### src/design/ssr_pkg.sv
// *****************************************************************
// Shared constants of the synchronous slave receiver
// *****************************************************************
package ssr_pkg;

    // Register index width of the plain register port
    localparam int ADDR_W = 4;

    // *****************************************************************
    // Register offsets
    // *****************************************************************
    localparam logic [3:0] OFS_RCV_STAT = 4'h0;
    localparam logic [3:0] OFS_RCV_BUF = 4'h1;
    localparam logic [3:0] OFS_TX_STAT = 4'h2;
    localparam logic [3:0] OFS_RATE_POL = 4'h3;
    localparam logic [3:0] OFS_DIV_HI = 4'h4;
    localparam logic [3:0] OFS_DIV_LO = 4'h5;
    localparam logic [3:0] OFS_IRQ_STAT = 4'h6;
    localparam logic [3:0] OFS_IRQ_CLR = 4'h7;
    localparam logic [3:0] OFS_IRQ_EN = 4'h8;

    // *****************************************************************
    // Field positions
    // *****************************************************************
    // receive_status_control
    localparam int RS_PORT_EN = 7;
    localparam int RS_NINTH_EN = 6;
    localparam int RS_SINGLE = 5;
    localparam int RS_CONT = 4;
    localparam int RS_FRAME_ERR = 2;
    localparam int RS_OVR_ERR = 1;
    localparam int RS_NINTH = 0;
    // transmit_status_control
    localparam int TS_CLK_SRC = 7;
    localparam int TS_SYNC = 4;
    // rate_and_polarity_control
    localparam int RP_IDLE = 6;
    localparam int RP_DATA_POL = 5;
    localparam int RP_CLK_POL = 4;
    // Interrupt status, clear and enable share this layout
    localparam int IRQ_WORD = 0;
    localparam int IRQ_OVR = 1;
    localparam int IRQ_FULL = 2;
    localparam int IRQ_W = 2;

    // *****************************************************************
    // Reset values and word lengths
    // *****************************************************************
    localparam logic [7:0] RST_BYTE = 8'h00;
    localparam logic [1:0] RST_IRQ = 2'h0;
    localparam logic [3:0] WORD_LEN_SHORT = 4'h8;
    localparam logic [3:0] WORD_LEN_LONG = 4'h9;

    // Shifter states
    typedef enum logic [1:0]
    {
        SSR_ST_OFF = 2'b01,
        SSR_ST_SHIFT = 2'b10
    } ssr_state_t;

endpackage

### src/design/ssr_shift_if.sv
`timescale 1ns/1ps
// *****************************************************************
// Link between register core and shifter
// *****************************************************************
interface ssr_shift_if;
    logic enable;       // Reception allowed
    logic clk_invert;   // Invert clock pin
    logic data_invert;  // Invert data pin
    logic nine_bits;    // Nine-bit words
    logic word_stb;     // One-cycle pulse: word complete
    logic [8:0] word;   // Received word, valid with word_stb
    logic busy;         // Part of a word shifted in

    modport core (output enable, clk_invert, data_invert, nine_bits,
                  input word_stb, word, busy);
    modport shifter (input enable, clk_invert, data_invert, nine_bits,
                     output word_stb, word, busy);
endinterface

### src/design/ssr_shifter.sv
`timescale 1ns/1ps
// *****************************************************************
// Pin sampling and receive shift register
// *****************************************************************
module ssr_shifter
    import ssr_pkg::*;
#(
    parameter int SYNC_STAGES = 2
)
(
    input wire logic ref_clk,
    input wire logic rst_b,
    input wire logic serial_clock_pin,
    input wire logic serial_data_pin,
    ssr_shift_if.shifter sh
);

    // Fewer than two stages would expose metastability
    if (SYNC_STAGES < 2)
    begin : g_chk
        $error("SYNC_STAGES must be at least 2");
    end

    // *****************************************************************
    // Synchronisers
    // *****************************************************************
    logic [SYNC_STAGES-1:0] ck_sync_r; // Clock pin chain
    logic [SYNC_STAGES-1:0] dt_sync_r; // Data pin chain
    logic ck_prev_r;                   // Last polarised clock level
    logic ck_pol;
    logic dt_pol;
    logic act_edge;

    // Only the last stage of each chain is read by logic
    always_ff @(posedge ref_clk or negedge rst_b)
    begin
        if (!rst_b)
        begin
            ck_sync_r <= '0;
            dt_sync_r <= '0;
        end
        else
        begin
            ck_sync_r <= {ck_sync_r[SYNC_STAGES-2:0], serial_clock_pin};
            dt_sync_r <= {dt_sync_r[SYNC_STAGES-2:0], serial_data_pin};
        end
    end

    assign ck_pol = ck_sync_r[SYNC_STAGES-1] ^ sh.clk_invert;
    assign dt_pol = dt_sync_r[SYNC_STAGES-1] ^ sh.data_invert;

    // Previous level for edge finding
    always_ff @(posedge ref_clk or negedge rst_b)
    begin
        if (!rst_b)
            ck_prev_r <= 1'b0;
        else
            ck_prev_r <= ck_pol;
    end

    // Rising edge of the polarised external clock
    assign act_edge = ck_pol & ~ck_prev_r;

    // *****************************************************************
    // Shift register
    // *****************************************************************
    ssr_state_t state_r;
    logic [3:0] count_r;  // Bits taken so far
    logic [8:0] shift_r;  // Receive shift register, LSB first
    logic [3:0] len;
    logic stb_r;
    logic [8:0] word_r;

    assign len = sh.nine_bits ? WORD_LEN_LONG : WORD_LEN_SHORT;

    // One sample per active edge; disabling drops a partial word
    always_ff @(posedge ref_clk or negedge rst_b)
    begin
        if (!rst_b)
        begin
            state_r <= SSR_ST_OFF;
            count_r <= 4'h0;
            shift_r <= 9'h000;
            stb_r <= 1'b0;
            word_r <= 9'h000;
        end
        else
        begin
            stb_r <= 1'b0;
            unique case (state_r)
                SSR_ST_OFF:
                begin
                    count_r <= 4'h0;
                    if (sh.enable)
                        state_r <= SSR_ST_SHIFT;
                end
                SSR_ST_SHIFT:
                begin
                    if (!sh.enable)
                    begin
                        state_r <= SSR_ST_OFF;
                        count_r <= 4'h0;
                    end
                    else if (act_edge)
                    begin
                        shift_r <= {dt_pol, shift_r[8:1]};
                        if (count_r == len - 4'h1)
                        begin
                            count_r <= 4'h0;
                            stb_r <= 1'b1;
                            // Eight-bit words sit one place higher
                            word_r <= sh.nine_bits ? {dt_pol, shift_r[8:1]}
                                                   : {1'b0, dt_pol, shift_r[8:2]};
                        end
                        else
                            count_r <= count_r + 4'h1;
                    end
                end
            endcase
        end
    end

    assign sh.word_stb = stb_r;
    assign sh.word = word_r;
    assign sh.busy = (count_r != 4'h0);

    // *****************************************************************
    // Checks
    // *****************************************************************
    a_count_bound: assert property (@(posedge ref_clk) disable iff (!rst_b)
        count_r < len) else $error("bit count past word length");

    a_strobe_single: assert property (@(posedge ref_clk) disable iff (!rst_b)
        stb_r |=> !stb_r) else $error("word strobe longer than a cycle");

endmodule

### src/design/ssr_top.sv
`timescale 1ns/1ps
// Notes on behaviour
// - Single-receive and low-power state change nothing in reception
// - Words still accepted during low power
// - Finished word moves into receive buffer
// - Enabled receive interrupt wakes sleeping chip
// - Slave mode takes shift clock from outside
// - Clock polarity select inverts clock pin
// - Data polarity select inverts data pin
// - Ninth-bit enable gives nine-bit words
// - No words accepted without continuous enable
// - Completion flag set; interrupt only if enabled
// - Status holds ninth bit and errors
// - Low eight bits read from buffer
// - Clearing continuous enable clears error state
module ssr_top
    import ssr_pkg::*;
(
    input wire logic ref_clk,
    input wire logic rst_b,
    input wire logic [ADDR_W-1:0] reg_addr,
    input wire logic [7:0] reg_wdata,
    input wire logic reg_wr,
    input wire logic reg_rd,
    output logic [7:0] reg_rdata,
    input wire logic serial_clock_pin,
    input wire logic serial_data_pin,
    input wire logic low_power,
    output logic irq,
    output logic wake_req
);

    // *****************************************************************
    // Decoding
    // *****************************************************************
    logic wr_rcv_stat; // Write to receive_status_control
    logic wr_tx_stat;  // Write to transmit_status_control
    logic wr_rate_pol; // Write to rate_and_polarity_control
    logic wr_div_hi;   // Write to rate_divisor_high
    logic wr_div_lo;   // Write to rate_divisor_low
    logic wr_irq_clr;  // Write to interrupt clear
    logic wr_irq_en;   // Write to interrupt enable
    logic rd_buf;      // Read of receive buffer

    assign wr_rcv_stat = reg_wr && (reg_addr == OFS_RCV_STAT);
    assign wr_tx_stat = reg_wr && (reg_addr == OFS_TX_STAT);
    assign wr_rate_pol = reg_wr && (reg_addr == OFS_RATE_POL);
    assign wr_div_hi = reg_wr && (reg_addr == OFS_DIV_HI);
    assign wr_div_lo = reg_wr && (reg_addr == OFS_DIV_LO);
    assign wr_irq_clr = reg_wr && (reg_addr == OFS_IRQ_CLR);
    assign wr_irq_en = reg_wr && (reg_addr == OFS_IRQ_EN);
    assign rd_buf = reg_rd && (reg_addr == OFS_RCV_BUF);

    // *****************************************************************
    // Control registers
    // *****************************************************************
    logic port_enable_r;               // Serial port on
    logic ninth_bit_receive_enable_r;  // Nine-bit words
    logic single_receive_enable_r;     // Stored but has no effect here
    logic continuous_receive_enable_r; // Reception on
    logic clock_source_select_r;       // Set means internal clock
    logic sync_mode_r;                 // Synchronous operation
    logic data_polarity_select_r;      // Invert data pin
    logic clock_polarity_select_r;     // Invert clock pin
    logic [7:0] div_hi_r;              // Kept for software only
    logic [7:0] div_lo_r;              // Kept for software only

    // receive_status_control writable fields
    always_ff @(posedge ref_clk or negedge rst_b)
    begin
        if (!rst_b)
        begin
            port_enable_r <= RST_BYTE[RS_PORT_EN];
            ninth_bit_receive_enable_r <= RST_BYTE[RS_NINTH_EN];
            single_receive_enable_r <= RST_BYTE[RS_SINGLE];
            continuous_receive_enable_r <= RST_BYTE[RS_CONT];
        end
        else if (wr_rcv_stat)
        begin
            port_enable_r <= reg_wdata[RS_PORT_EN];
            ninth_bit_receive_enable_r <= reg_wdata[RS_NINTH_EN];
            single_receive_enable_r <= reg_wdata[RS_SINGLE];
            continuous_receive_enable_r <= reg_wdata[RS_CONT];
        end
    end

    // transmit_status_control mode fields
    always_ff @(posedge ref_clk or negedge rst_b)
    begin
        if (!rst_b)
        begin
            clock_source_select_r <= RST_BYTE[TS_CLK_SRC];
            sync_mode_r <= RST_BYTE[TS_SYNC];
        end
        else if (wr_tx_stat)
        begin
            clock_source_select_r <= reg_wdata[TS_CLK_SRC];
            sync_mode_r <= reg_wdata[TS_SYNC];
        end
    end

    // Pin polarity fields
    always_ff @(posedge ref_clk or negedge rst_b)
    begin
        if (!rst_b)
        begin
            data_polarity_select_r <= RST_BYTE[RP_DATA_POL];
            clock_polarity_select_r <= RST_BYTE[RP_CLK_POL];
        end
        else if (wr_rate_pol)
        begin
            data_polarity_select_r <= reg_wdata[RP_DATA_POL];
            clock_polarity_select_r <= reg_wdata[RP_CLK_POL];
        end
    end

    // Rate divisor: no internal clock in slave mode, so only stored
    always_ff @(posedge ref_clk or negedge rst_b)
    begin
        if (!rst_b)
        begin
            div_hi_r <= RST_BYTE;
            div_lo_r <= RST_BYTE;
        end
        else
        begin
            if (wr_div_hi)
                div_hi_r <= reg_wdata;
            if (wr_div_lo)
                div_lo_r <= reg_wdata;
        end
    end

    // *****************************************************************
    // Shifter
    // *****************************************************************
    ssr_shift_if sh_if();
    logic overrun_error_flag_r; // Word arrived with buffer full

    // Slave reception needs sync mode, port on and external clock;
    // low_power deliberately plays no part, so sleep keeps receiving
    assign sh_if.enable = port_enable_r && sync_mode_r && !clock_source_select_r
                          && continuous_receive_enable_r
                          && !overrun_error_flag_r;
    assign sh_if.clk_invert = clock_polarity_select_r;
    assign sh_if.data_invert = data_polarity_select_r;
    assign sh_if.nine_bits = ninth_bit_receive_enable_r;

    ssr_shifter #(
        .SYNC_STAGES(2)
    ) u_shifter (
        .ref_clk(ref_clk),
        .rst_b(rst_b),
        .serial_clock_pin(serial_clock_pin),
        .serial_data_pin(serial_data_pin),
        .sh(sh_if.shifter)
    );

    // *****************************************************************
    // Receive buffer and errors
    // *****************************************************************
    logic [7:0] buf_r;               // Receive buffer
    logic received_ninth_bit_r;      // Ninth bit of buffered word
    logic receive_complete_flag_r;   // Buffer holds an unread word
    logic accept;                    // Finished word while enabled
    logic load;                      // Word goes into the buffer
    logic lost;                      // Word dropped, buffer still full

    // A read in the same cycle frees the slot, so no overrun then
    assign accept = sh_if.word_stb && continuous_receive_enable_r;
    assign load = accept && (!receive_complete_flag_r || rd_buf);
    assign lost = accept && receive_complete_flag_r && !rd_buf;

    // Move shift register into buffer on completion
    always_ff @(posedge ref_clk or negedge rst_b)
    begin
        if (!rst_b)
        begin
            buf_r <= RST_BYTE;
            received_ninth_bit_r <= 1'b0;
        end
        else if (load)
        begin
            buf_r <= sh_if.word[7:0];
            // Ninth bit only meaningful in nine-bit mode
            received_ninth_bit_r <= ninth_bit_receive_enable_r
                                    && sh_if.word[8];
        end
    end

    // Completion flag: set on load wins over the read that clears it
    always_ff @(posedge ref_clk or negedge rst_b)
    begin
        if (!rst_b)
            receive_complete_flag_r <= 1'b0;
        else if (load)
            receive_complete_flag_r <= 1'b1;
        else if (rd_buf)
            receive_complete_flag_r <= 1'b0;
    end

    // Error state lives only while continuous enable is set
    always_ff @(posedge ref_clk or negedge rst_b)
    begin
        if (!rst_b)
            overrun_error_flag_r <= 1'b0;
        else if (!continuous_receive_enable_r)
            overrun_error_flag_r <= 1'b0;
        else if (lost)
            overrun_error_flag_r <= 1'b1;
    end

    // *****************************************************************
    // Interrupts
    // *****************************************************************
    logic [IRQ_W-1:0] irq_stat_r; // Sticky event bits
    logic [IRQ_W-1:0] irq_en_r;   // Event enables
    logic [IRQ_W-1:0] irq_set;
    logic irq_r;
    logic wake_r;
    logic pending;

    assign irq_set = {lost, load};
    assign pending = |(irq_stat_r & irq_en_r);

    // Set beats a clear written in the same cycle
    always_ff @(posedge ref_clk or negedge rst_b)
    begin
        if (!rst_b)
            irq_stat_r <= RST_IRQ;
        else if (wr_irq_clr)
            irq_stat_r <= (irq_stat_r & ~reg_wdata[IRQ_W-1:0]) | irq_set;
        else
            irq_stat_r <= irq_stat_r | irq_set;
    end

    // Enable register, bit 0 is receive_interrupt_enable
    always_ff @(posedge ref_clk or negedge rst_b)
    begin
        if (!rst_b)
            irq_en_r <= RST_IRQ;
        else if (wr_irq_en)
            irq_en_r <= reg_wdata[IRQ_W-1:0];
    end

    // Level outputs; wake only matters while in low power
    always_ff @(posedge ref_clk or negedge rst_b)
    begin
        if (!rst_b)
        begin
            irq_r <= 1'b0;
            wake_r <= 1'b0;
        end
        else
        begin
            irq_r <= pending;
            wake_r <= pending && low_power;
        end
    end

    assign irq = irq_r;
    assign wake_req = wake_r;

    // *****************************************************************
    // Read path
    // *****************************************************************
    logic [7:0] rdata_r;
    logic [7:0] rdata_nxt;

    // Unmapped and write-only offsets read as zero
    always_comb
    begin
        rdata_nxt = 8'h00;
        unique case (reg_addr)
            OFS_RCV_STAT:
            begin
                rdata_nxt[RS_PORT_EN] = port_enable_r;
                rdata_nxt[RS_NINTH_EN] = ninth_bit_receive_enable_r;
                rdata_nxt[RS_SINGLE] = single_receive_enable_r;
                rdata_nxt[RS_CONT] = continuous_receive_enable_r;
                // No stop bit in synchronous words, so framing stays 0
                rdata_nxt[RS_FRAME_ERR] = 1'b0;
                rdata_nxt[RS_OVR_ERR] = overrun_error_flag_r;
                rdata_nxt[RS_NINTH] = received_ninth_bit_r;
            end
            OFS_RCV_BUF:
                rdata_nxt = buf_r;
            OFS_TX_STAT:
            begin
                rdata_nxt[TS_CLK_SRC] = clock_source_select_r;
                rdata_nxt[TS_SYNC] = sync_mode_r;
            end
            OFS_RATE_POL:
            begin
                rdata_nxt[RP_IDLE] = !sh_if.busy;
                rdata_nxt[RP_DATA_POL] = data_polarity_select_r;
                rdata_nxt[RP_CLK_POL] = clock_polarity_select_r;
            end
            OFS_DIV_HI:
                rdata_nxt = div_hi_r;
            OFS_DIV_LO:
                rdata_nxt = div_lo_r;
            OFS_IRQ_STAT:
            begin
                rdata_nxt[IRQ_W-1:0] = irq_stat_r;
                rdata_nxt[IRQ_FULL] = receive_complete_flag_r;
            end
            OFS_IRQ_EN:
                rdata_nxt[IRQ_W-1:0] = irq_en_r;
            default:
                rdata_nxt = 8'h00;
        endcase
    end

    // Data stand only in the cycle after the read strobe
    always_ff @(posedge ref_clk or negedge rst_b)
    begin
        if (!rst_b)
            rdata_r <= 8'h00;
        else if (reg_rd)
            rdata_r <= rdata_nxt;
        else
            rdata_r <= 8'h00;
    end

    assign reg_rdata = rdata_r;

    // *****************************************************************
    // Checks
    // *****************************************************************
    a_buffer_load: assert property (@(posedge ref_clk) disable iff (!rst_b)
        load |=> receive_complete_flag_r && (buf_r == $past(sh_if.word[7:0])))
        else $error("finished word not in buffer");

    a_ninth_bit: assert property (@(posedge ref_clk) disable iff (!rst_b)
        (load && ninth_bit_receive_enable_r) |=>
        received_ninth_bit_r == $past(sh_if.word[8]))
        else $error("ninth bit not kept");

    a_no_enable_hold: assert property (@(posedge ref_clk) disable iff (!rst_b)
        !continuous_receive_enable_r |=> $stable(buf_r)
        && (!irq_stat_r[IRQ_WORD] || $past(irq_stat_r[IRQ_WORD])))
        else $error("word taken while reception off");

    a_error_clear: assert property (@(posedge ref_clk) disable iff (!rst_b)
        !continuous_receive_enable_r |=> !overrun_error_flag_r)
        else $error("error state kept with reception off");

    a_overrun_keep: assert property (@(posedge ref_clk) disable iff (!rst_b)
        lost |=> overrun_error_flag_r && $stable(buf_r))
        else $error("overrun not flagged or buffer overwritten");

    a_flag_event: assert property (@(posedge ref_clk) disable iff (!rst_b)
        load |=> irq_stat_r[IRQ_WORD] ##1 (irq == irq_en_r[IRQ_WORD]))
        else $error("completion event or interrupt wrong");

    a_irq_masked: assert property (@(posedge ref_clk) disable iff (!rst_b)
        !pending |=> !irq)
        else $error("interrupt without enabled event");

    a_wake_sleep: assert property (@(posedge ref_clk) disable iff (!rst_b)
        (pending && low_power) |=> wake_req && irq)
        else $error("no wake from low power");

    a_slave_gate: assert property (@(posedge ref_clk) disable iff (!rst_b)
        clock_source_select_r |=> !sh_if.word_stb [*2])
        else $error("word taken with internal clock selected");

endmodule

### config.mk
export PLATFORM = sky130hd
export DESIGN_NAME = ssr_top
export DESIGN_NICKNAME = d
export VERILOG_FILES = /design/src/design/ssr_pkg.sv /design/src/design/ssr_shift_if.sv /design/src/design/ssr_shifter.sv /design/src/design/ssr_top.sv
export SDC_FILE = /design/constraint.sdc
export NUM_CORES = 1
export LEC_CHECK = 0
export BUFFER_PORTS_ARGS = -buffer_cell sky130_fd_sc_hd__buf_4
export CAP_MARGIN = 15
export CORE_UTILIZATION = 40
export DETAILED_ROUTE_END_ITERATION = 12
export MAX_ROUTING_LAYER = met4
export PLACE_DENSITY = 0.62
export SLEW_MARGIN = 15
export SYNTH_ARGS = -nofsm -noshare
export SYNTH_HDL_FRONTEND = slang
export SYNTH_SLANG_ARGS = --single-unit
### constraint.sdc
create_clock -name ref_clk -period 2 [get_ports ref_clk]
set_clock_uncertainty 0.2 [all_clocks]
set_input_delay 0.4 -clock ref_clk [delete_from_list [all_inputs] [get_ports ref_clk]]
set_output_delay 0.4 -clock ref_clk [all_outputs]
set_load 0.01 [all_outputs]
==> results of run 1 <==
-- final cells by class --
| cell class | count | area share, % |
|---|---|---|
| Sequential cell | 78 | 44.9 |
| Multi-Input combinational cell | 181 | 35.2 |
| Timing Repair Buffer | 57 | 10.6 |
| Clock buffer | 13 | 3.89 |
| Tap cell | 108 | 3.11 |
| Clock inverter | 3 | 1.50 |
| Inverter | 9 | 0.777 |
-- registers in the layout, summed over array words and instances, names as in the netlist, 2 cells and up --
register	count
u_shifter.sh.word	9
buf_r	8
div_hi_r	8
div_lo_r	8
reg_rdata	8
u_shifter.shift_r	8
u_shifter.count_r	4
irq_en_r	2
irq_stat_r	2
u_shifter.ck_sync_r	2
u_shifter.dt_sync_r	2
u_shifter.state_r	2
-- path summary, 6_finish.rpt --
kind                                                  start                          endpoint  slack [ns]  cells past startpoint
max in group asynchronous                             rst_b            reg_rdata[7]$_DFF_PN0_        0.83                      3
max                        u_shifter.state_r[0]$_DFFE_PN1P_  u_shifter.shift_r[8]$_DFFE_PN0P_        0.08                      4
max reg2reg                u_shifter.state_r[0]$_DFFE_PN1P_  u_shifter.shift_r[8]$_DFFE_PN0P_        0.08                      4
min reg2reg                u_shifter.dt_sync_r[0]$_DFF_PN0_  u_shifter.dt_sync_r[1]$_DFF_PN0_        0.15                      0
min in group asynchronous                             rst_b                     irq$_DFF_PN0_        0.27                      2
min                                               low_power                wake_req$_DFF_PN0_        0.05                      2
-- power by group --
part           internal (W)  switching, W
Combinational      0.000309      0.000261
Sequential          0.00175      0.000108
Clock              0.000804      0.000556
-- routing by layer --
layer	vias to the layer above	wire length (um)
li1	1122	-
met1	1163	3440
met2	61	3520
met3	16	317
met4	0	144
met5	-	0
-- through the flow --
stage | power, W | setup WS [ns] | util [%]
4_1_cts | 0.00384 | 0.0131 | 50.0
2_1_floorplan | 0.00223 | -0.0121 | -
3_5_place_dp | 0.00246 | 0.0278 | 47.0
6_report | 0.00379 | 0.0836 | 50.1
5_1_grt | 0.00397 | 0.0198 | 50.1
3_3_place_gp | 0.00244 | 0.0582 | 47.0
-- cells in the final DEF (no fill, tap or decap), drive strengths merged, types with 2 or more instances in the layout --
cell / netlist / routed
a22o: 6 / 6
nand4b: 3 / 3
or3b: 2 / 2
nor4bb: 2 / 2
nand3: 10 / 10
xor2: 2 / 2
nand3b: 4 / 4
dlygate4sd3: 0 / 3
inv: 9 / 9
nor4: 4 / 4
mux2i: 4 / 4
ha: 2 / 2
bufinv: 0 / 2
nand2: 18 / 18
or2: 2 / 2
nor2: 12 / 12
buf: 6 / 54
nand2b: 4 / 4
mux2: 61 / 61
nor2b: 7 / 7
o21a: 2 / 2
dfrtp: 77 / 77
a21oi: 6 / 6
clkbuf: 4 / 13
o21ai: 6 / 6
a31oi: 8 / 8
-- kinds of logic after synthesis --
group                      count (synthesis)  synth area share, %
DFF                                       78                 55.0
xor gates and xnor gates                   3                0.740
and+or+nand+nor                           71                 11.4
adders and majority gates                  2                0.704
muxes                                     66                 21.9
AOI/OAI and AO/OA                         39                 7.89
buffers and inverters                     19                 2.32
-- timing repair --
item | in CTS | in global routing
gates resized for setup | 0 | 1
hold buffers | 3 | 0
buffers inserted | 0 | 0
endpoints found under the hold margin | 20 | 0
endpoints found under the setup margin | 0 | 8
==> impl_metrics.csv, run 1 <==
group,metric,value,unit
outcome,status,"complete, no violations",
logic_synthesis,synthTopCellsByCount,"77 x dfrtp_1, 53 x mux2_2, 18 x nand2_1",
timing,fin_tns_setup,0,ns
finish,antenna_cells,0,
route,drc,0,
clocking,cts_max_level,3,
grt,grt_pass1_wl,12.0,mm
clocking,path_clk_slew,0.08,ns
logic_synthesis,synth_area_leader_cell,"dfrtp_1",
finish,fillers,796,
route,ant_nets,0,
grt,grt.met1_usage,23.3,%
finish,layout.nets,357,
route,dr.pass1.iters,4,
floorplan,fp-row-count,34,
worst_setup_path,crit_required,2.04,ns
grt,overflow,0,
worst_hold_path,worst_hold_path_type,"primary input to flop",
finish,syn2layout_area_growth,22.3,%
grt,grt_pass1_vias,2362,
timing,fin_hold_ws,0.0513,ns
timing,period_share,95.8,%
worst_setup_path,crit_arrival,1.95,ns
timing,drv_slew,0,
worst_setup_path,crit_path_end_kind,"flop",
place,place_hpwl,5.51,mm
timing,fmax,0.522,GHz
logic_synthesis,ys_top_cells_by_area,"dfrtp_1 54%, mux2_2 17%, mux2_4 3.4%",
finish,layout.cells.non_filler,449,
timing,rsz0062_at_grt,"no",
place,placedCellCount,430,
floorplan,coreArea,0.00868,mm^2
logic_synthesis,ys.flop_type,"dfrtp_1",
timing,setup_violations,0,
timing,layout_min_cycle_time,1.92,ns
route,routed_via_density,5.26,
logic_synthesis,syn_area,0.00355,mm^2
logic_synthesis,synth_edf_count,0,
flow_run,drv_cap,0,
clocking,cts-root-buf,"clkbuf_8",
logic_synthesis,synth.distinct_cells,48,
clocking,cts_tree,"done",
floorplan,chipWidth,96.2,um
grt,grt_busiest_layer,"met2",
route,vias,2362,
grt,grt_use_met3,4.58,%
finish,drive_above_1_share,41.1,%
logic_synthesis,synth-seq-cells,78,
logic_synthesis,syn-num-nets,299,
logic_synthesis,yosysTopAreaCellShare,54.2,%
logic_synthesis,yosys_warnings,0,
finish,multi_input_area,0.00153,mm^2
grt,grt_max_degree,30,
finish,seq_area,0.00195,mm^2
power_and_ir_drop,powerDensity,872,mW/mm^2
place,globalplace.congestion,0.811,
grt,antenna_found_initial,0,
worst_setup_path,cp-start-kind,"flop",
worst_setup_path,path_delay_family,"simple AND/OR/NAND/NOR gates",
finish,final_cell_area,0.00435,mm^2
worst_setup_path,crit_path_cell_trace,"or3b_4 > nor4_4 > buf_4 > mux2_2",
floorplan,pin_count,29,
grt,grtUsageMet2,27.9,%
logic_synthesis,synth-seq-area-share,55.0,%
worst_setup_path,critical_path_class,"flop to flop",
logic_synthesis,syn-mean-instance-area,12.8,um^2
route,drt_wl_total,7.43,mm
timing,hold_viol,0,
power_and_ir_drop,static-leakage-power,2.04,nW
clocking,cts.path.max_buffers,2,
floorplan,start_util,40.9,%
place,placed_area,0.00408,mm^2
logic_synthesis,synthCells,278,
grt,grt_usage,18.3,%
timing,worst_slew_pin_slew,0.444,ns
place,port_buffers,28,
power_and_ir_drop,peakVddDrop,0.339,mV
clocking,clock-sinks,78,
clocking,cts_made_buffers,9,
worst_setup_path,crit_fanout,8,
clocking,clock_latency,0.35,ns
worst_setup_path,slowest_stage,"or3b_4",
floorplan,chipHeight,96.2,um
logic_synthesis,async_reset_ff_share,100,%
floorplan,dieArea,0.00926,mm^2
timing,relSlewSlack,70.4,%
worst_setup_path,crit_path_max_incr_delay,0.41,ns
worst_setup_path,cp.buffers_inverters,1,
logic_synthesis,synth_most_common_cell,"dfrtp_1",
route,drt_iter0_drc,89,
route,wire_per_inst,16.5,um
No activity file was read; power rests on OpenSTA's default activity.
==> run 2: changes to the inputs <==
SYNTH_HIERARCHICAL = 1   (was not set)
==> run 2 against run 1 <==
Against the previous run:
- the run now ends with negative setup slack left
- setup slack got worse by 0.099 ns
- wire length rose by 4.8%
- clock power rose by 8%
- design area rose by 4.2%
- first-iteration DRC count rose by 19%
- sequential cell count did not move
- global-route usage rose by 0.21 points
- sequential power rose by 2%
- cell count rose by 1.1%
- sequential share of layout area fell by 1.8 points
==> impl_metrics.csv, run 2 <==
group,metric,value,unit
clocking,clock_latency,0.35,ns
logic_synthesis,synth_area_leader_cell,"dfrtp_1",
timing,period_share,101,%
route,dr.pass1.iters,4,
grt,grt_usage,18.5,%
logic_synthesis,synth-seq-area-share,54.2,%
outcome,violations,"negative setup slack",
finish,layout_common_cells,"77 x dfrtp_1, 55 x buf_4, 45 x mux2_2",
grt,grt_pass1_wl,13.3,mm
route,drt_iter0_drc,106,
logic_synthesis,async_reset_ff_share,100,%
power_and_ir_drop,power.share.clock,37.8,%
floorplan,chipHeight,96.9,um
power_and_ir_drop,powerDensity,860,mW/mm^2
finish,layout.nets,362,
route,drt_wl_total,7.78,mm
floorplan,coreArea,0.00872,mm^2
worst_setup_path,critical_path_class,"flop to flop",
power_and_ir_drop,seq_power_share,48.7,%
floorplan,start_util,41.3,%
logic_synthesis,syn-mean-instance-area,13.0,um^2
timing,hold_viol,0,
finish,fillers,748,
power_and_ir_drop,combPwrFrac,13.4,%
place,dpl_worst_slack,-0.0761,ns
logic_synthesis,synthTopCellsByCount,"77 x dfrtp_1, 52 x mux2_2, 12 x o21ai_0",
clocking,cts_made_buffers,9,
floorplan,pin_count,29,
clocking,cts-root-buf,"clkbuf_8",
finish,final_common_cell,"dfrtp_1",
route,vias,2481,
timing,rsz0062_at_grt,"yes",
power_and_ir_drop,total_power,0.00389,W
logic_synthesis,synth_mux_area_share,21.1,%
timing,setup_violations,5,
place,place_hpwl,5.38,mm
finish,seq_area,0.00195,mm^2
logic_synthesis,synth_xor_area_share,0.972,%
floorplan,fp-row-count,34,
power_and_ir_drop,p_switching,0.000952,W
logic_synthesis,synth_top_family_by_area,"multiplexers",
finish,multi_input_area,0.00163,mm^2
power_and_ir_drop,swShare,24.4,%
floorplan,chipWidth,96.9,um
place,placedCellCount,425,
finish,largest_reg_flops,9,
logic_synthesis,synth_fa_ha_area_share,0.694,%
power_and_ir_drop,peakVddDrop,0.343,mV
worst_setup_path,crit_required,2.03,ns
logic_synthesis,syn_area,0.00360,mm^2
timing,fin_tns_setup,-0.0634,ns
route,wire_per_inst,17.1,um
worst_setup_path,cp-start-kind,"flop",
flow_run,drv_cap,0,
logic_synthesis,synth_compound_area_share,7.78,%
timing,worst_slack,-0.0156,ns
route,ant_nets,0,
logic_synthesis,synthCells,278,
logic_synthesis,syn-num-nets,299,
finish,layout.cells.non_filler,454,
clocking,cts.path.max_buffers,2,
floorplan,dieArea,0.00940,mm^2
timing,fmax,0.496,GHz
grt,grt_pass1_vias,2633,
timing,worst_slew_pin_slew,0.440,ns
place,globalplace.congestion,0.855,
logic_synthesis,yosysTopAreaCellShare,53.5,%
finish,syn2layout_area_growth,25.7,%
power_and_ir_drop,p_int,0.00294,W
logic_synthesis,synthSimpleGateAreaFrac,12.7,%
place,port_buffers,28,
outcome,status,"complete, but fails checks",
finish,antenna_cells,0,
logic_synthesis,ys_top_cells_by_area,"dfrtp_1 53%, mux2_2 16%, mux2_4 3.7%",
worst_setup_path,crit_fanout,5,
grt,overflow,0,
clocking,cts_max_level,3,
timing,relSlewSlack,70.4,%
route,routed_via_density,5.46,
logic_synthesis,synth-seq-cells,78,
clocking,cts_tree,"done",
finish,drive_above_1_share,44.2,%
timing,layout_min_cycle_time,2.02,ns
grt,antenna_found_initial,0,
finish,post-route-util,51.9,%
logic_synthesis,synth_most_common_cell,"dfrtp_1",
power_and_ir_drop,static-leakage-power,2.16,nW
route,drc,0,
logic_synthesis,ys.flop_type,"dfrtp_1",
logic_synthesis,synth.distinct_cells,49,
logic_synthesis,yosys_warnings,6,
clocking,path_clk_slew,0.08,ns
worst_hold_path,worst_hold_path_type,"primary input to flop",
timing,drv_slew,0,
clocking,clock-sinks,78,
worst_setup_path,crit_arrival,2.04,ns
grt,grt_max_degree,34,
logic_synthesis,synth_edf_count,0,
worst_setup_path,crit_path_end_kind,"flop",
run 2: power groups by stage:
stage	sequential (W)	combinational, W	clock, W
after global routing	0.00192	0.000579	0.00157
final	0.00190	0.000522	0.00147
after floorplan	0.00188	0.000311	0
after detailed placement	0.00192	0.000507	0
after global placement	0.00192	0.000495	0
after CTS	0.00190	0.000519	0.00150
run 2: logic make-up (layout without fill, tap and decap cells):
kind of cell               Yosys count  count (layout)
muxes                               65              65
DFF                                 78              78
AOI/OAI and AO/OA                   37              37
xor gates and xnor gates             4               4
buffers and inverters               20              87
and+or+nand+nor                     72              73
adders and majority gates            2               2
run 2: worst max-delay path, stage by stage, from the launching register on:
cell and delay [ns]:
dfrtp_1 0.39, nand4b_1 0.18, nor2_2 0.13, and3b_2 0.21
nor3b_4 0.21, buf_6 0.16, buf_8 0.13, mux2_4 0.30
run 2: final timing paths:
check / from / endpoint / slack [ns] / depth (start not counted)
max in group asynchronous: rst_b / u_shifter/shift_r[1]$_DFFE_PN0P_ / 0.76 / 3
worst min-delay path: low_power / wake_req$_DFF_PN0_ / 0.06 / 2
worst min register to register: u_shifter/ck_sync_r[0]$_DFF_PN0_ / u_shifter/ck_sync_r[1]$_DFF_PN0_ / 0.15 / 0
min in group asynchronous: rst_b / sync_mode_r$_DFFE_PN0P_ / 0.32 / 2
worst max-delay path: overrun_error_flag_r$_DFFE_PN0P_ / u_shifter/shift_r[2]$_DFFE_PN0P_ / -0.02 / 7
worst max register to register: overrun_error_flag_r$_DFFE_PN0P_ / u_shifter/shift_r[2]$_DFFE_PN0P_ / -0.02 / 7
run 2: stage by stage:
| stage | hold slack, ns | area [um^2] |
|---|---|---|
| 2_1_floorplan | -0.0956 | 3610 |
| 3_3_place_gp | 0.134 | 4090 |
| 3_5_place_dp | 0.136 | 4090 |
| 4_1_cts | 0.0519 | 4480 |
| 5_1_grt | 0.0525 | 4530 |
| 6_report | 0.0611 | 4530 |
run 2: routing by layer:
| layer | vias to the layer above | track usage [%] | routed length (um) |
|---|---|---|---|
| li1 | 1140 | - | - |
| met1 | 1260 | 23.5 | 3530 |
| met2 | 64 | 29.4 | 3790 |
| met3 | 17 | 3.11 | 283 |
| met4 | 0 | 7.58 | 180 |
| met5 | - | - | 0 |
run 2: repair_timing:
| action | in CTS | in global routing |
|---|---|---|
| setup endpoints to repair | 16 | 21 |
| pin swaps | 2 | 3 |
| buffers inserted | 6 | 3 |
| resized for setup | 11 | 12 |
| cloned | 2 | 0 |
| hold buffers | 3 | 0 |
| endpoints found under the hold margin | 29 | 0 |
run 2: final cells by class:
class	instances	share of cell area (%)
Timing Repair Buffer	64	11.7
Clock inverter	5	2.32
Tap cell	108	2.98
Multi-Input combinational cell	181	35.9
Sequential cell	78	43.1
Inverter	7	0.580
Clock buffer	11	3.34
==> run 3: changes to the inputs <==
CORE_ASPECT_RATIO = 1.4   (was not set)
REMOVE_ABC_BUFFERS = 1   (was not set)
==> run 3 against run 2 <==
Against the previous run:
- the flow now finishes without violations
- combinational power is 2% higher
- critical path depth stayed put
- hold slack better by 0.012 ns
- clock power is 7% higher
- register-to-register slack better by 0.03 ns
- sequential share of layout area is 0.083 points higher
- first-iteration DRC count is 38% higher
- global-route usage is 1.4 points higher
- total power is 2.4% higher
- sequential power hardly changed
- non-clock buffer count is 2 lower
- critical path type unchanged
- highest routed layer unchanged
==> impl_metrics.csv, run 3 (same netlist as run 2, synthesis figures left out) <==
group,metric,value,unit
timing,period_share,99.4,%
floorplan,start_util,41.6,%
place,port_buffers,28,
flow_run,drv_cap,0,
route,vias,2417,
finish,layout.nets,360,
worst_setup_path,crit_arrival,2.00,ns
finish,fillers,762,
finish,largest_reg_flops,9,
timing,setup_violations,0,
clocking,cts_made_buffers,9,
power_and_ir_drop,static-leakage-power,2.16,nW
finish,post-route-util,52.2,%
floorplan,dieArea,0.00940,mm^2
worst_setup_path,critical_path_class,"flop to flop",
worst_hold_path,worst_hold_path_type,"primary input to flop",
grt,grt_max_degree,37,
route,ant_nets,0,
clocking,clock-sinks,78,
finish,antenna_cells,0,
route,routed_via_density,5.40,
worst_hold_path,holdCritStartpoint,"low_power",
floorplan,pin_count,29,
finish,syn2layout_area_growth,25.4,%
timing,drv_slew,0,
grt,antenna_found_initial,0,
place,placedCellCount,426,
finish,layout_common_cells,"77 x dfrtp_1, 54 x buf_4, 45 x mux2_2",
floorplan,coreArea,0.00866,mm^2
worst_setup_path,r2r-end,"u_shifter/shift_r[2]$_DFFE_PN0P_",
route,drt_wl_total,8.04,mm
floorplan,chipHeight,114,um
place,place_hpwl,5.70,mm
route,drc,0,
timing,fin_tns_setup,0,ns
route,wire_per_inst,17.9,um
clocking,path_clk_slew,0.05,ns
worst_setup_path,r2r-start,"overrun_error_flag_r$_DFFE_PN0P_",
route,drt_iter0_drc,146,
finish,layout.cells.non_filler,448,
grt,grt_usage,19.9,%
worst_setup_path,cp-start-kind,"flop",
power_and_ir_drop,powerDensity,881,mW/mm^2
timing,relSlewSlack,71.2,%
outcome,status,"complete, no violations",
grt,grt_pass1_wl,13.0,mm
clocking,cts_tree,"done",
clocking,cts-root-buf,"clkbuf_16",
finish,drive_above_1_share,41.1,%
worst_setup_path,crit_required,2.01,ns
timing,fmax,0.503,GHz
route,dr.pass1.iters,4,
worst_hold_path,hold-path-endpoint,"wake_req$_DFF_PN0_",
grt,overflow,0,
worst_setup_path,regToRegSetupSlack,0.01,ns
clocking,cts.path.max_buffers,2,
power_and_ir_drop,peakVddDrop,0.593,mV
place,globalplace.congestion,0.849,
timing,worst_slew_pin_slew,0.427,ns
worst_hold_path,holdPathStages,2,
finish,final_common_cell,"dfrtp_1",
timing,hold_viol,0,
floorplan,chipWidth,82.2,um
worst_setup_path,crit_path_end_kind,"flop",
worst_setup_path,reg2reg_depth,7,
timing,layout_min_cycle_time,1.99,ns
clocking,clock_latency,0.33,ns
clocking,cts_max_level,3,
floorplan,fp-row-count,40,
worst_setup_path,crit_fanout,8,
timing,rsz0062_at_grt,"yes",
grt,grt_pass1_vias,2590,
run 3: changes by cell type in the layout (fill, tap and decap cells not counted), sizes merged:
cell	change
clkbuf	+3
buf	-2
bufinv	-2
clkinvlp	-2
run 3: timing repair:
| action | 4_1_cts | 5_1_grt |
|---|---|---|
| hold endpoints to repair | 25 | 0 |
| buffers inserted | 2 | 1 |
| gates resized for setup | 9 | 4 |
| hold buffers | 3 | 0 |
| cloned | 1 | 0 |
| pin swaps | 2 | 1 |
| setup endpoints to repair | 16 | 20 |
run 3: layer usage:
metal  share of wire [%]  track usage [%]  up-vias  routed length, um
li1                    -                -     1137                  -
met1                  40             22.3     1205               3250
met2                  52             32.0       53               4170
met3                 4.0             5.50       22                321
met4                 3.7             10.3        0                297
met5                   0                -        -                  0
run 3: worst max path at each step:
| stage | slack (ns) | endpoint | startpoint | cells after the start |
|---|---|---|---|---|
| 2_1_floorplan | -0.13 | u_shifter/sh.word[0]$_DFFE_PN0P_ | overrun_error_flag_r$_DFFE_PN0P_ | 6 |
| 3_3_place_gp | -0.02 | u_shifter/shift_r[7]$_DFFE_PN0P_ | overrun_error_flag_r$_DFFE_PN0P_ | 6 |
| 3_5_place_dp | -0.04 | u_shifter/shift_r[2]$_DFFE_PN0P_ | overrun_error_flag_r$_DFFE_PN0P_ | 6 |
| 4_1_cts | -0.01 | u_shifter/sh.word[3]$_DFFE_PN0P_ | overrun_error_flag_r$_DFFE_PN0P_ | 7 |
| 5_1_grt | -0.09 | u_shifter/shift_r[4]$_DFFE_PN0P_ | overrun_error_flag_r$_DFFE_PN0P_ | 7 |
| 6_report | 0.01 | u_shifter/shift_r[2]$_DFFE_PN0P_ | overrun_error_flag_r$_DFFE_PN0P_ | 7 |
run 3: final cells by class:
type                    count  area (um^2)  area share [%]
clock inverters             1         30.0           0.664
flip-flops and latches     78         1950            43.2
repair buffers             62          522            11.5
well taps                 105          131            2.91
multi-input cells         181         1600            35.5
inverters                   7         26.3           0.581
clock buffers              14          254            5.62
run 3: report_power, final:
| part | switching, W | internal (W) |
|---|---|---|
| clock | 0.000573 | 0.000994 |
| sequential | 0.000119 | 0.00177 |
| combinational | 0.000243 | 0.000288 |
| total | 0.000935 | 0.00305 |
run 3: critical path, cell delays in order (launching register included):
cell and delay [ns]:
dfrtp_1 0.38, nand4b_1 0.19, nor2_2 0.11, and3b_2 0.20
nor3b_4 0.18, buf_6 0.16, buf_8 0.14, mux2_4 0.30
run 3: stage by stage:
step / cell area, um^2 / hold slack [ns] / power [W] / setup WS, ns
floorplan: 3540 / -0.0956 / 0.00217 / -0.130
global placement: 4130 / 0.133 / 0.00241 / -0.0184
detailed placement: 4130 / 0.136 / 0.00243 / -0.0443
CTS: 4500 / 0.0643 / 0.00403 / -0.0139
global route: 4520 / 0.0623 / 0.00418 / -0.0863
finish: 4520 / 0.0729 / 0.00398 / 0.0116
